File: src/rtl/lrc_pkg.sv
// lrc_pkg: constants shared by the loader run/restart command block
// assumes: byte-wide serial link already deframed into byte strobes
package lrc_pkg;
  localparam logic [7:0] OP_RUN = 8'h22;
  localparam logic [7:0] OP_RESTART = 8'h25;
  localparam logic [7:0] OP_PING = 8'h20;
  localparam logic [7:0] BYTE_ACK = 8'hCC;
  localparam logic [7:0] BYTE_NAK = 8'h33;
  localparam logic [7:0] SIZE_RUN = 8'h07;
  localparam logic [7:0] SIZE_RESTART = 8'h03;
  localparam logic [7:0] SIZE_MIN = 8'h03;
  localparam logic [3:0] DEPTH = 4'hC; // most data bytes of one packet held
  localparam logic [3:0] IDX_OPCODE = 4'h0;
  localparam logic [31:0] RESET_ADDR = 32'h0000_0000;
  // time the reset request stays asserted
  localparam int RESET_PULSE_NS = 20;
  localparam int CLK_PERIOD_NS = 5;
  localparam logic [3:0] RESET_PULSE_CYC = 4'((RESET_PULSE_NS + CLK_PERIOD_NS - 1) / CLK_PERIOD_NS);
endpackage

File: src/rtl/lrc_top.sv
// lrc_top: packet receiver for the execute and restart loader commands
// assumes: rx bytes arrive as one-cycle strobes, tx ready accepts a byte per strobe
// assumes: sys_reset_o is wired into the device reset outside this block
// assumes: the host waits for the response before it sends the next packet
// assumes: only a good packet with another opcode is handed on, with its opcode
// What this block does
// - execute opcode 0x22 jumps to the 32-bit address in the packet.
// - acknowledge byte goes out before the jump is started.
// - restart opcode 0x25, size 3, checksum equals opcode; device is reset.
// - acknowledge byte goes out before the restart reset is issued.
// - restart is full reset reloading stack pointer; execute is not.
// - acknowledge is 0xCC, not-acknowledge 0x33; leading zero bytes are skipped.
// - checksum equals sum of data bytes, excluding size and checksum.
`timescale 1ns/100ps
module lrc_top (
  // clock and reset
  input wire logic clk_i,
  input wire logic rst_n_i,
  // received bytes
  input wire logic rx_valid_i,
  input wire logic [7:0] rx_data_i,
  // transmitted response bytes
  output logic tx_valid_o,
  output logic [7:0] tx_data_o,
  input wire logic tx_ready_i,
  // actions
  output logic run_o,
  output logic [31:0] run_addr_o,
  output logic sys_reset_o,
  // packet seen for another opcode, handed on
  output logic other_cmd_o,
  output logic [7:0] other_op_o
);
  typedef enum logic [5:0] {
    ST_IDLE = 6'b000001,
    ST_CSUM = 6'b000010,
    ST_DATA = 6'b000100,
    ST_RESP = 6'b001000,
    ST_ACT = 6'b010000,
    ST_RST = 6'b100000
  } lrc_state_type;

  typedef struct packed {
    lrc_state_type state;
    // packet being received
    logic [7:0] size;
    logic [7:0] csum;
    logic [7:0] sum;
    logic [7:0] opcode;
    logic [7:0] count;
    logic [31:0] addr;
    logic good;
    // response byte offered to the host
    logic tx_valid;
    logic [7:0] tx_data;
    // action requests
    logic run;
    logic [31:0] run_addr;
    logic sys_reset;
    logic [3:0] rst_cnt;
    logic other_cmd;
    logic [7:0] other_op;
  } lrc_regs_type;

  lrc_regs_type r_reg;
  lrc_regs_type r_next;
  logic [7:0] mem_rdata;
  logic mem_we;

  // checks size against opcode; unknown opcodes need at least the minimum size
  function automatic logic size_ok(input logic [7:0] op, input logic [7:0] sz);
    if (op == lrc_pkg::OP_RUN) begin
      size_ok = (sz == lrc_pkg::SIZE_RUN);
    end else if (op == lrc_pkg::OP_RESTART) begin
      size_ok = (sz == lrc_pkg::SIZE_RESTART);
    end else begin
      size_ok = (sz >= lrc_pkg::SIZE_MIN);
    end
  endfunction

  // true on the last data byte; the size also counts the size and checksum bytes
  function automatic logic last_data(input logic [7:0] cnt, input logic [7:0] sz);
    last_data = (8'(cnt + 8'h03) == sz);
  endfunction

  // a size below the minimum leaves no room for an opcode
  function automatic logic too_short(input logic [7:0] sz);
    too_short = (sz < lrc_pkg::SIZE_MIN);
  endfunction

  // response code for a packet that was or was not received intact
  function automatic logic [7:0] resp_byte(input logic ok);
    resp_byte = ok ? lrc_pkg::BYTE_ACK : lrc_pkg::BYTE_NAK;
  endfunction

  // data bytes are stored only while they fit, so long packets cannot wrap onto the opcode
  assign mem_we = rx_valid_i && (r_reg.state == ST_DATA) && (r_reg.count < 8'(lrc_pkg::DEPTH));

  // raw data bytes kept for later commands
  lrc_mem #(
    .DEPTH(int'(lrc_pkg::DEPTH)),
    .AW(4)
  ) u_mem (
    .clk_i(clk_i),
    .we_i(mem_we),
    .waddr_i(r_reg.count[3:0]),
    .wdata_i(rx_data_i),
    .raddr_i(lrc_pkg::IDX_OPCODE),
    .rdata_o(mem_rdata)
  );

  // next-state logic
  always_comb begin
    r_next = r_reg;
    // pulses last one cycle unless set again below
    r_next.run = 1'b0;
    r_next.other_cmd = 1'b0;
    unique case (r_reg.state)
      // wait for a size byte
      ST_IDLE: begin
        // zero bytes between packets are padding
        if (rx_valid_i && (rx_data_i != 8'h00)) begin
          r_next.size = rx_data_i;
          r_next.sum = 8'h00;
          r_next.count = 8'h00;
          r_next.state = ST_CSUM;
        end
      end
      // second byte is the checksum; a short size is refused at once
      ST_CSUM: begin
        if (rx_valid_i) begin
          r_next.csum = rx_data_i;
          if (too_short(r_reg.size)) begin
            r_next.good = 1'b0;
            r_next.state = ST_RESP;
          end else begin
            r_next.state = ST_DATA;
          end
        end
      end
      // data bytes: opcode first, then the address most significant byte first
      ST_DATA: begin
        if (rx_valid_i) begin
          // the sum wraps at eight bits, as the host's does
          r_next.sum = 8'(r_reg.sum + rx_data_i);
          if (r_reg.count == 8'h00) begin
            r_next.opcode = rx_data_i;
          end else if (r_reg.count <= 8'h04) begin
            r_next.addr = {r_reg.addr[23:0], rx_data_i};
          end
          r_next.count = 8'(r_reg.count + 8'h01);
          // judge the packet on its last byte, counting that byte in
          if (last_data(r_reg.count, r_reg.size)) begin
            r_next.good = (8'(r_reg.sum + rx_data_i) == r_reg.csum)
              && size_ok(r_next.opcode, r_reg.size);
            r_next.state = ST_RESP;
          end
        end
      end
      // offer the response and hold it until the host takes it
      ST_RESP: begin
        r_next.tx_valid = 1'b1;
        r_next.tx_data = resp_byte(r_reg.good);
        // taken when offered and ready meet at one edge
        if (r_reg.tx_valid && tx_ready_i) begin
          r_next.tx_valid = 1'b0;
          // acknowledge has been taken before any action
          r_next.state = r_reg.good ? ST_ACT : ST_IDLE;
        end
      end
      // the cycle after the response was taken: start the requested action
      ST_ACT: begin
        r_next.state = ST_IDLE;
        if (r_reg.opcode == lrc_pkg::OP_RUN) begin
          r_next.run = 1'b1;
          r_next.run_addr = r_reg.addr;
        end else if (r_reg.opcode == lrc_pkg::OP_RESTART) begin
          r_next.sys_reset = 1'b1;
          r_next.rst_cnt = lrc_pkg::RESET_PULSE_CYC;
          r_next.state = ST_RST;
        end else begin
          r_next.other_cmd = 1'b1;
          r_next.other_op = mem_rdata; // opcode stored at the first data byte
        end
      end
      // the pulse only reaches the system if sys_reset_o is wired to its reset
      ST_RST: begin
        // full reset held for a fixed pulse; the system reset then clears us
        if (r_reg.rst_cnt == 4'h1) begin
          r_next.sys_reset = 1'b0;
          r_next.state = ST_IDLE;
        end else begin
          r_next.rst_cnt = 4'(r_reg.rst_cnt - 4'h1);
        end
      end
      // an illegal one-hot code falls back to idle
      default: begin
        r_next.state = ST_IDLE;
      end
    endcase
  end

  // state register
  // synchronous reset: state starts at idle, addresses at their reset value, all else at zero
  always_ff @(posedge clk_i) begin
    if (!rst_n_i) begin
      r_reg <= '{state: ST_IDLE, run_addr: lrc_pkg::RESET_ADDR, addr: lrc_pkg::RESET_ADDR, default: '0};
    end else begin
      r_reg <= r_next;
    end
  end

  // outputs come straight from the state register
  assign tx_valid_o = r_reg.tx_valid;
  assign tx_data_o = r_reg.tx_data;
  assign run_o = r_reg.run;
  assign run_addr_o = r_reg.run_addr;
  assign sys_reset_o = r_reg.sys_reset;
  assign other_cmd_o = r_reg.other_cmd;
  assign other_op_o = r_reg.other_op;
endmodule

File: src/rtl/lrc_mem.sv
// lrc_mem: small byte memory holding the data bytes of one packet
// assumes: single clock, write and read ports independent, registered read
`timescale 1ns/100ps
module lrc_mem #(
  parameter int DEPTH = 12,
  parameter int AW = 4
) (
  // clock
  input wire logic clk_i,
  // write port
  input wire logic we_i,
  input wire logic [AW-1:0] waddr_i,
  input wire logic [7:0] wdata_i,
  // read port
  input wire logic [AW-1:0] raddr_i,
  output logic [7:0] rdata_o
);
  logic [7:0] mem [DEPTH];

  // write and registered read
  always_ff @(posedge clk_i) begin
    if (we_i && (32'(waddr_i) < DEPTH)) begin
      mem[waddr_i] <= wdata_i;
    end
    rdata_o <= (32'(raddr_i) < DEPTH) ? mem[raddr_i] : 8'h00;
  end
endmodule

File: config.mk
export PLATFORM = sky130hd
export DESIGN_NAME = lrc_top
export DESIGN_NICKNAME = d
export VERILOG_FILES = /design/src/rtl/lrc_pkg.sv /design/src/rtl/lrc_top.sv /design/src/rtl/lrc_mem.sv
export SDC_FILE = /design/constraint.sdc
export NUM_CORES = 1
export LEC_CHECK = 0
export BUFFER_PORTS_ARGS = -buffer_cell sky130_fd_sc_hd__clkbuf_2
export CORE_MARGIN = 8
export CORE_UTILIZATION = 43
export CTS_CLUSTER_DIAMETER = 100
export CTS_CLUSTER_SIZE = 28
export DETAILED_ROUTE_END_ITERATION = 7
export HOLD_SLACK_MARGIN = 0.03
export PLACE_DENSITY = 0.61
export SETUP_SLACK_MARGIN = 0.2
export SLEW_MARGIN = 20
export SYNTH_ARGS = -nofsm -noshare
export SYNTH_HDL_FRONTEND = slang
export SYNTH_SLANG_ARGS = --single-unit
export TNS_END_PERCENT = 10
File: constraint.sdc
create_clock -name clk_i -period 4.89 [get_ports clk_i]
set_input_delay 0.978 -clock clk_i [delete_from_list [all_inputs] [get_ports clk_i]]
set_output_delay 0.978 -clock clk_i [all_outputs]
set_load 0.02 [all_outputs]
# After elaboration in Yosys (flattened, before gate mapping)
# Memory sizes are Yosys's and may differ from the RTL's. A register that Yosys moved wholly into a read port is not among the register bits.
# Cells that the tools add are included.
[word_totals] input_bits=12 output_inout_bits=52 regBits=135 word_cells=120 n_memories=1 ram_bits=96
[op_classes] n_eq_ne=25 magnitude_cmp=5 bitwise_logic=5 muxes=40 add_sub_neg=4 reduce_logical=24
[memory_table] name="u_mem.mem" depth=12 word_bits=8 read_ports=1 rd_clocked_by_memory_dff=1 write_ports=1 line_no="lrc_mem.sv:18" source="logic [7:0] mem [DEPTH];"
[op_table] op="$mux W32" n=2
[op_table] op="$mux W57" n=1
[op_table] op="$mux W6" n=7
[op_table] op="$mux W8" n=5
[op_table] op="$pmux W6 S6" n=1
[op_table] op="$mux W33" n=1
[op_table] op="$eq A8 B6 Y1 const B" n=4
[op_table] op="$pmux W8 S2" n=2
[op_table] op="$mux W14" n=2
[op_table] op="$ne A2 B2 Y1 const B" n=9
[op_table] op="$eq A8 B8 Y1" n=2
[op_table] op="$mux W1" n=12
[op_table] op="$reduce_and A4 Y1" n=3
[op_table] op="$mux W5" n=2
[op_table] op="$pmux W5 S2" n=1
[op_table] op="$reduce_and A2 Y1" n=5
[op_table] op="$mux W9" n=1
[op_table] op="$add A8 B1 Y8 const B" n=1
[op_table] op="$add A8 B2 Y8 const B" n=1
[op_table] op="$add A8 B8 Y8" n=1
[op_table] op="$eq A8 B2 Y1 const B" n=1
[op_table] op="$eq A8 B3 Y1 const B" n=1
[op_table] op="$ge A8 B2 Y1 const B" n=1
[op_table] op="$le A8 B3 Y1 const B" n=1
[op_table] op="other kinds (23)" n=36

# Longest topological paths before layout
# Gate-level depths: netlist of run 1.
[logic_depth] ltp_word=14 depth_mapped=9 mapped_depth_nobuf=9

# Modules after synthesis
# From an unflattened synthesis of run 1, not the netlist that was laid out.
[hier_totals] cells_unflattened=958 area_unflattened_um2=10191.0
[by_module_without_submodules] module="lrc_top" area_each_um2=6248.5 cells_each=776 instances=1 seq_area_each_um2=2582.5
[by_module_without_submodules] module="lrc_mem" area_each_um2=3942.5 cells_each=182 instances=1 seq_area_each_um2=3042.9

# Worst setup path after synthesis of run 1
# Ideal clock, no wire load.
[synth_path] path_kind="input to register" start="input rx_data_i[0]" end="register r_reg[56] (netlist bit)" path_slack_ps=2074 path_buffers=0 setup_time_ps=123 arrival_ps=2693 t_required_ps=4767 cell_stages=9 cell_sequence="ha_1 > fa_1 > a211oi_1 > nor3b_1 > or4_1 > o211ai_1 > a21oi_1 > nand4b_1 > o21ai_1"
[synth_via] elab_chain_len=13 word_cells_on_any_way=16 classes_between="1 x add/sub; 3 x eq/ne; 11 x mux; 1 x reduce/logical"
[synth_rtl] item="start: declaration" line_no="lrc_top.sv:21" source="input wire logic [7:0] rx_data_i,"
[synth_rtl] item="$mux W8" line_no="lrc_top.sv:146" source="if (r_reg.count == 8'h00) begin"
[synth_rtl] item="$mux W8" line_no="lrc_top.sv:143" source="if (rx_valid_i) begin"
[synth_rtl] item="$mux W8" line_no="lrc_top.sv:118" source="unique case (r_reg.state)"
[synth_rtl] item="$eq A8 B6 Y1" line_no="lrc_top.sv:74" source="end else if (op == lrc_pkg::OP_RESTART) begin"
[synth_rtl] item="$mux W1" line_no="lrc_top.sv:74"
[synth_rtl] item="$mux W1" line_no="lrc_top.sv:72" source="if (op == lrc_pkg::OP_RUN) begin"
[synth_rtl] item="$mux W1" line_no="lrc_top.sv:153" source="if (last_data(r_reg.count, r_reg.size)) begin"
[synth_rtl] item="$mux W1" line_no="lrc_top.sv:143"
[synth_rtl] item="$mux W1" line_no="lrc_top.sv:118"
[synth_rtl] item="$logic_and A1 B1 Y1 (*)" line_no="lrc_top.sv:155" source="&& size_ok(r_next.opcode, r_reg.size);"
[synth_rtl] item="$mux W1 (*)" line_no="lrc_top.sv:153"
[synth_rtl] item="$mux W57 (*)" line_no="lrc_top.sv:143"
[synth_rtl] item="$pmux W1 S2 (*)" line_no="lrc_top.sv:118"
[synth_rtl] item="end signal: assignment" line_no="lrc_top.sv:209" source="r_reg <= r_next;"
[synth_rtl] item="end: declaration" line_no="lrc_top.sv:65" source="lrc_regs_type r_reg;"
# Mark *: on every way between the ends. The rest lies on a longest branch, timed or not. The select of a mux whose other input is x is not followed.
# A chain may end at the register's enable or synchronous reset.

# Worst setup path in the final report of run 1
# Ends and elaborated chain as after synthesis.

==> flow_summary.yaml, run 1 <==
run_status:
  outcome: "complete, no violations"
floorplan:
  initial_core_util_pct: 44.2
  io-pin-count: 64
  die_h_um: 138
  coreArea_um2: 14600
  core.rowCount: 44
  die_area_um2: 19200
  die_width_um: 138
timing:
  rsz0062_at_grt: "no"
  fmax_mhz: 347
  fin_setup_tns_ns: 0
  hold_ws_ns: 0.339
  skew_ns: 0.0104
  hold_viol: 0
  tightestPinTransition_ns: 1.05
  fin_ws_ns: 2.00
  finalCritPeriodShare_pct: 59.0
  setup_viol: 0
  report.final.slew_viol_count: 0
  relSlewSlack_pct: 30.0
  finalCriticalPeriod_ns: 2.89
yosys:
  synth_cell_types: 56
  yosysTopAreaCell: "dfxtp_1"
  yosys_warnings: 0
  synth_top_area_share_pct: 42.6
  async_flop_share_pct: 0
  synth_compound_area_share_pct: 13.0
  synth_xor_area_share_pct: 4.16
  yosys-top-cells-area: "dfxtp_1 (43%), nand2_1 (10%), a21oi_1 (8.3%)"
  yosys_register_bits: 145
  synthMuxAreaShare_pct: 3.26
  synth_top_family_by_area: "simple AND/OR/NAND/NOR gates"
  ys_seq_area_share_pct: 46.3
  syn_area_um2: 6440
  postSynthCellCount: 770
  synth_flop_cell: "dfxtp_1"
  synth.most_common_cell: "nand2_1"
  synth_edf_count: 8
  synth_nets: 795
  syn_area_per_cell_um2: 8.37
  synth.top_cells.by_count: "nand2_1 (178), dfxtp_1 (137), a21oi_1 (107)"
  synthAdderAreaFrac_pct: 2.64
  yosys.area_share.simple_pct: 22.1
cts:
  ctsHoldBuffers: 0
  clkSlewWorstSetupHoldPaths_ns: 0.06
  cts-root-buf: "clkbuf_16"
  cts_setup_buffers: 0
  clock_latency_ns: 0.43
  cts-resized-gates: 0
  cts_tree: "done"
  cts_max_level: 4
  cts.sinks: 145
  numCtsBuffers: 17
  ctsLongestPathBuffers: 2
global_route:
  grt_pass1_wl_um: 24800
  grt_max_degree: 71
  grt-ovfl-total: 0
  antenna_found_initial: 0
  grt_usage_pct: 15.7
  grt_pass1_vias: 4929
route:
  firstDrtPassIters: 5
  dr_total_vias: 5194
  drtIter0Drc: 396
  antenna_left: 0
  routedWlPerCell_um: 15.6
  wirelength_um: 15100
  vias_per_cell: 5.37
  remaining_drc_errors: 0
critical_path:
  crit_start: "rx_data_i[0]"
  worstSetupPathType: "input port to register"
  end_kind: "register"
  start_kind: "input port"
  required_ns: 5.19
  crit_end: "r_reg[56]$_SDFFE_PN0P_"
  cp_max_fo: 9
  worst_ep_arrival_time_ns: 3.19
  r2r_setup_slack_ns: 2.12
  r2r-start: "r_reg[89]$_SDFFE_PN0P_"
  worstRegToRegCells: 9
  rr_endpoint: "r_reg[131]$_SDFFE_PN0P_"
finish:
  final_nets: 796
  fin_cells: 968
  drive_gt1_share_pct: 14.9
  multi_input_area_um2: 2920
  largest_reg_flops: 83
  fillers: 1382
  seqCellArea_um2: 2980
  area_growth_pct: 10.9
  diodes: 0
pwr:
  irDropWorstVdd_mv: 0.241
  p_leak_nw: 2.66
  p_per_area_nw_per_um2: 379
placed_design:
  io_buffers: 63
  place_hpwl_um: 10400
  dp_slack_ns: 1.66
  globalplace.congestion: 0.872
  place_inst: 936
flow_run:
  drv_cap: 0
hold_path:
  hold_class: "register to register"
  hp-start: "u_mem.mem[0][5]$_DFFE_PP_"
==> critical path: stages <==
cell and delay (ns):
clkbuf_2 0.17, ha_1 0.26, fa_1 0.41, a211oi_1 0.35, nor3b_1 0.15, or4_1 0.51
o211ai_1 0.10, a21oi_1 0.06, nand4b_1 0.13, o21ai_1 0.06
==> layout make-up <==
type	instances	share of cell area, %
inverter	7	0.385
clock buffer	18	6.30
multi-input combinational	531	40.8
timing repair buffer	69	5.04
clock inverter	14	2.47
tap	184	3.22
sequential	145	41.7
==> metal layers <==
layer / wire length [µm] / GRT usage [%] / vias to the layer above
met1: 7050 / 20.3 / 2467
met3: 820 / 4.28 / 19
li1: - / - / 2569
met5: 0 / 0 / -
met4: 191 / 6.12 / 0
met2: 7020 / 24.3 / 139
==> stage by stage <==
| step | utilization (%) | power (mW) | cell area [µm²] |
|---|---|---|---|
| after global routing | 49.0 | 2.79 | 7150 |
| after floorplan | - | 1.32 | 6440 |
| after CTS | 49.0 | 2.73 | 7140 |
| after detailed placement | 44.7 | 1.36 | 6520 |
| final | 49.0 | 2.71 | 7150 |
| after global placement | 44.7 | 1.36 | 6520 |
==> kinds of logic (layout without fill, tap and decap cells) <==
family | Yosys count | in the layout
and+or+nand+nor | 317 | 317
AOI/OAI and AO/OA | 151 | 151
DFF | 145 | 145
adders and majority gates | 13 | 13
buffers and inverters | 94 | 108
xor gates and xnor gates | 29 | 29
muxes | 21 | 21
==> power by group <==
group	leakage [nW]	internal, mW	switching [mW]
combinational	1.19	0.0405	0.0815
clock	0.296	0.839	0.534
sequential	1.18	1.20	0.0125
==> worst min-delay path by stage <==
stage,endpoint,slack [ns],cells after the start
3_3_place_gp,u_mem.rdata_o[4]$_DFF_P_,0.33,0
6_report,u_mem.rdata_o[5]$_DFF_P_,0.34,0
4_1_cts,u_mem.rdata_o[5]$_DFF_P_,0.34,0
2_1_floorplan,u_mem.rdata_o[0]$_DFF_P_,0.32,0
5_1_grt,u_mem.rdata_o[5]$_DFF_P_,0.35,0
3_5_place_dp,u_mem.rdata_o[6]$_DFF_P_,0.33,0
==> cell usage in the layout, fill, tap and decap left out, types with 4 or more instances in the layout <==
master / count
nor3_1: 7
or2_2: 6
dfxtp_1: 137
nand2_1: 177
ha_1: 12
nand3b_1: 5
edfxtp_1: 8
and3_1: 6
xnor2_1: 16
a21oi_1: 107
nand3_1: 16
inv_1: 6
clkinvlp_4: 4
clkbuf_16: 18
mux2i_1: 21
o211ai_1: 5
nor4_1: 8
nor3b_1: 5
nor2_1: 53
clkbuf_2: 63
or4_1: 5
o21ai_0: 14
buf_4: 6
nand4_1: 6
xor2_1: 12
No activity file was read; power rests on OpenSTA's default activity.
==> inputs of run 2 (changes only) <==
ABC_AREA = 1   (was default)
clock period = 2.8 ns   (was 4.89 ns; I/O delays follow)
==> flow_summary.yaml, run 2 <==
global_route:
  antenna_found_initial: 0
  grt-ovfl-total: 0
  grt_pass1_vias: 4734
  grt_pass1_wl_um: 24000
  grt_max_degree: 62
  grt_usage_pct: 15.5
route:
  vias_per_cell: 4.89
  dr_total_vias: 5093
  firstDrtPassIters: 4
  antenna_left: 0
  drtIter0Drc: 350
  remaining_drc_errors: 0
  wirelength_um: 14600
  routedWlPerCell_um: 14.0
critical_path:
  worst_ep_arrival_time_ns: 2.42
  cp_max_fo: 24
  crit_buf_inv: 3
  cp_cell_sequence: "nor4_1 > nand3_1 > buf_4 > nor2_4 > buf_4 > clkinv_1 > nor2_1 > nor2_1"
  worst-path-stages: 8
  path_delay_family: "simple AND/OR/NAND/NOR gates"
  worstSetupPathType: "register to register"
  slowest_delay_ns: 0.36
  required_ns: 3.11
  worstRegToRegCells: 8
  end_kind: "register"
  cpMaxStageDelayCell: "nor4_1"
  start_kind: "register"
cts:
  cts_max_level: 4
  ctsHoldBuffers: 0
  clkSlewWorstSetupHoldPaths_ns: 0.06
  cts-resized-gates: 0
  clock_latency_ns: 0.42
  numCtsBuffers: 17
  cts-root-buf: "clkbuf_16"
  cts.sinks: 145
  cts_setup_buffers: 0
  cts_tree: "done"
  ctsLongestPathBuffers: 2
finish:
  area_growth_pct: 10.2
  most-common-layout-cells: "dfxtp_1 (137), nand2_1 (114), a21oi_1 (102)"
  largest_reg_flops: 83
  utilization_pct: 48.0
  drive_gt1_share_pct: 16.0
  diodes: 0
  final_nets: 867
  final_common_cell: "dfxtp_1"
pwr:
  swShare_pct: 26.8
  seqPwrFrac_pct: 45.3
  irDropWorstVdd_mv: 0.429
  p_switching_mw: 1.32
  combPwrFrac_pct: 12.2
  internal_power_mw: 3.61
  p_per_area_nw_per_um2: 682
  pwr-share-clk_pct: 42.5
  p_leak_nw: 3.06
yosys:
  syn_area_um2: 6550
  ys_seq_area_share_pct: 45.5
  syn_area_per_cell_um2: 7.88
  synth_flop_cell: "dfxtp_1"
  synth.top_cells.by_count: "dfxtp_1 (137), nand2_1 (114), a21oi_1 (102)"
  synth_cell_types: 42
  async_flop_share_pct: 0
  yosys_warnings: 0
  synth_nets: 856
  yosys-top-cells-area: "dfxtp_1 (42%), a21oi_1 (7.8%), o21ai_0 (6.6%)"
  postSynthCellCount: 831
  synth_edf_count: 8
  yosysTopAreaCell: "dfxtp_1"
  synth.most_common_cell: "dfxtp_1"
  yosys_register_bits: 145
  synth_top_area_share_pct: 41.9
timing:
  fmax_mhz: 474
  tightestPinTransition_ns: 0.494
  relSlewSlack_pct: 67.1
  setup_viol: 0
  fin_setup_tns_ns: 0
  hold_viol: 0
  finalCritPeriodShare_pct: 75.4
  finalCriticalPeriod_ns: 2.11
  rsz0062_at_grt: "no"
  report.final.slew_viol_count: 0
  skew_ns: 0.00487
placed_design:
  place_hpwl_um: 10300
  io_buffers: 63
  globalplace.congestion: 0.851
hold_path:
  worstHoldPathCells: 0
  hold_class: "register to register"
run_status:
  outcome: "complete, no violations"
floorplan:
  io-pin-count: 64
  die_area_um2: 19400
  die_h_um: 139
  initial_core_util_pct: 43.6
  coreArea_um2: 15000
  die_width_um: 139
  core.rowCount: 45
flow_run:
  drv_cap: 0
## run 2: cell types whose count changed in the layout (fill, tap and decap cells not counted), moves of 6 or more
| cell | previous run | this run |
|---|---|---|
| o21ai_0 | 14 | 86 |
| a211oi_1 | 3 | 9 |
| nand2_1 | 177 | 114 |
| mux2i_1 | 21 | 0 |
| xnor2_1 | 16 | 8 |
| nand2_2 | 1 | 8 |
| inv_1 | 6 | 78 |
| nor2_1 | 53 | 73 |
| nand3_1 | 16 | 35 |
| nand4_1 | 6 | 16 |
## run 2: area by class of cell
cell class / instances / area [µm²]
Multi-Input combinational cell: 520 / 2730
Inverter: 86 / 323
Clock buffer: 22 / 494
Timing Repair Buffer: 72 / 395
Clock inverter: 9 / 57.6
Sequential cell: 145 / 2980
Tap cell: 188 / 235
Fill cell: 1487 / 7820
## run 2: worst register-to-register path, cell delays in order (launching register included)
cell and delay [ns]:
dfxtp_1 0.35, nor4_1 0.36, nand3_1 0.13, buf_4 0.21, nor2_4 0.11, buf_4 0.26
clkinv_1 0.33, nor2_1 0.20, nor2_1 0.06
## run 2: path summary, 6_finish.rpt
kind | endpoint | slack [ns] | from
worst max register to register | run_addr_o[28]$_SDFFE_PN0P_ | 0.69 | r_reg[97]$_SDFFE_PN0P_
worst min register to register | u_mem.rdata_o[0]$_DFF_P_ | 0.34 | u_mem.mem[0][0]$_DFFE_PP_
worst min-delay path | u_mem.rdata_o[0]$_DFF_P_ | 0.34 | u_mem.mem[0][0]$_DFFE_PP_
worst max-delay path | run_addr_o[28]$_SDFFE_PN0P_ | 0.69 | r_reg[97]$_SDFFE_PN0P_
## run 2: cell families after synthesis
kind of cell,after synthesis,synth area share (%)
xor+xnor,20,2.88
compound gates,206,16.4
buf+inv,166,12.9
flops,145,45.5
fa+ha+maj,13,2.60
simple gates,281,19.7
## run 2: power groups by stage
stage	Combinational, mW	Clock, mW	Sequential (mW)
floorplan	0.452	0	2.26
global placement	0.595	0	2.27
detailed placement	0.597	0	2.27
CTS	0.601	2.14	2.23
global route	0.686	2.24	2.24
finish	0.601	2.09	2.23
## run 2: stage by stage
stage	setup slack, ns	hold slack, ns	power, mW	instances	cell area [µm²]
floorplan	0.743	0.323	2.71	831	6550
global placement	0.440	0.327	2.87	1011	6660
detailed placement	0.381	0.327	2.87	1011	6660
CTS	0.683	0.340	4.96	1042	7220
global route	0.439	0.348	5.17	1042	7220
finish	0.689	0.338	4.92	1042	7220
## run 2: layer usage
layer,up-vias,track usage [%],part of all wire (%)
li1,2715,-,-
met1,2281,20.0,51
met2,81,23.6,43
met3,16,4.45,4.5
met4,0,6.41,1.5
met5,-,0,0
==> inputs of run 3 (changes only) <==
PLACE_DENSITY = 0.63   (was 0.61)
clock period = 1.8 ns   (was 2.8 ns; I/O delays follow)
==> flow_summary.yaml, run 3 (synthesized netlist as in run 2, its figures left out) <==
route:
  drtIter0Drc: 304
  dr_total_vias: 5502
  vias_per_cell: 5.00
  wirelength_um: 16300
  routedWlPerCell_um: 14.8
  antenna_left: 0
  firstDrtPassIters: 4
  remaining_drc_errors: 0
hold_path:
  hold_class: "input port to register"
finish:
  final_common_cell: "dfxtp_1"
  final_nets: 924
  utilization_pct: 55.8
  fillers: 1339
  fin_cells: 1100
  diodes: 0
  most-common-layout-cells: "dfxtp_1 (118), nand2_1 (109), a21oi_1 (74)"
  largest_reg_flops: 83
  area_growth_pct: 28.1
  drive_gt1_share_pct: 32.3
  finalInstanceArea_um2: 8390
critical_path:
  worst_ep_arrival_time_ns: 2.29
  start_kind: "register"
  required_ns: 2.17
  worstSetupPathType: "register to register"
  end_kind: "register"
  cp_max_fo: 3
global_route:
  grt_max_degree: 56
  grt-ovfl-total: 0
  antenna_found_initial: 0
  grt_usage_pct: 16.7
  grt_pass1_wl_um: 26300
  grt_pass1_vias: 5198
timing:
  rsz0062_at_grt: "yes"
  skew_ns: 0.00801
  finalCritPeriodShare_pct: 107
  report.final.slew_viol_count: 0
  finalCriticalPeriod_ns: 1.92
  relSlewSlack_pct: 77.1
  hold_viol: 0
  tightestPinTransition_ns: 0.341
  setup_viol: 1
  fmax_mhz: 520
  fin_ws_ns: -0.124
floorplan:
  core.rowCount: 45
  die_h_um: 139
  coreArea_um2: 15000
  initial_core_util_pct: 43.6
  die_width_um: 139
  io-pin-count: 64
  die_area_um2: 19400
placed_design:
  globalplace.congestion: 0.844
  place_hpwl_um: 11000
  postPlaceCellArea_um2: 7040
  place_inst: 1057
  io_buffers: 63
run_status:
  outcome: "finished, violations left"
  violations: "negative setup slack"
pwr:
  p_per_area_nw_per_um2: 1020
  internal_power_mw: 6.28
  swShare_pct: 26.7
  combPwrFrac_pct: 14.4
  seqPwrFrac_pct: 40.7
  irDropWorstVdd_mv: 0.653
  p_switching_mw: 2.29
  pwr-share-clk_pct: 44.9
  p_leak_nw: 3.48
  fin_total_pwr_mw: 8.58
cts:
  cts_max_level: 4
  ctsLongestPathBuffers: 2
  cts-root-buf: "clkbuf_16"
  ctsHoldBuffers: 0
  cts.sinks: 145
  cts_tree: "done"
  clkSlewWorstSetupHoldPaths_ns: 0.06
  clock_latency_ns: 0.43
  numCtsBuffers: 17
flow_run:
  drv_cap: 0
-- run 3: worst paths after layout --
kind                                             endpoint  cells past startpoint  slack (ns)                       from
worst max-delay path               r_reg[56]$_SDFFE_PN0P_                     14       -0.12    r_reg[105]$_SDFFE_PN0P_
worst min-delay path            u_mem.mem[0][7]$_DFFE_PP_                      1        0.26               rx_data_i[7]
worst max register to register     r_reg[56]$_SDFFE_PN0P_                     14       -0.12    r_reg[105]$_SDFFE_PN0P_
worst min register to register   u_mem.rdata_o[7]$_DFF_P_                      0        0.34  u_mem.mem[0][7]$_DFFE_PP_
-- run 3: layout make-up --
class                           instances  area [µm²]  share of cell area, %
Multi-Input combinational cell        520        3180                   37.9
Sequential cell                       145        3020                   36.0
Timing Repair Buffer                  127         932                   11.1
Clock buffer                           19         453                   5.40
Inverter                               86         354                   4.22
Tap cell                              188         235                   2.80
Clock inverter                         13         196                   2.34
Timing Repair inverter                  2        25.0                  0.298
-- run 3: timing repair --
| item | 4_1_cts | 5_1_grt |
|---|---|---|
| endpoints found under the setup margin | 82 | 124 |
| gates resized for setup | 63 | 110 |
| gates cloned | 3 | 2 |
| setup buffers | 4 | 2 |
| pin swaps | 24 | 49 |
| endpoints found under the hold margin | 0 | 0 |
-- run 3: metrics by stage --
stage          hold slack, ns  setup TNS (ns)  worst slack (ns)
3_3_place_gp            0.328           -3.14            -0.290
2_1_floorplan           0.323         -0.0567           -0.0567
6_report                0.259          -0.124            -0.124
3_5_place_dp            0.328           -2.56            -0.329
5_1_grt                 0.236          -0.353            -0.253
4_1_cts                 0.232          -0.163            -0.163
-- run 3: power groups by stage --
| stage | clock, mW | combinational [mW] | sequential (mW) |
|---|---|---|---|
| after floorplan | 0 | 0.703 | 3.51 |
| final | 3.85 | 1.23 | 3.49 |
| after detailed placement | 0 | 1.03 | 3.53 |
| after CTS | 3.91 | 1.11 | 3.47 |
| after global placement | 0 | 1.03 | 3.53 |
| after global routing | 4.04 | 1.36 | 3.51 |
-- run 3: routing by layer --
metal  GRT usage [%]  wire length, µm  part of all wire [%]
met5               0                0                     0
met4            6.35              206                   1.3
met3            4.24              959                   5.9
met2            26.0             7580                    46
met1            21.9             7560                    46
-- run 3: critical path: stages, from the launching register on --
cell,delay [ns]
dfxtp_2,0.33
ha_4,0.16
fa_1,0.52
inv_1,0.05
nand2_1,0.05
nand2_1,0.04
nor2_1,0.09
nand2_1,0.05
nor2_1,0.10
nand4_1,0.10
nor2_1,0.11
nand2_1,0.06
nor2_1,0.09
nor2_1,0.05
nor2_1,0.08
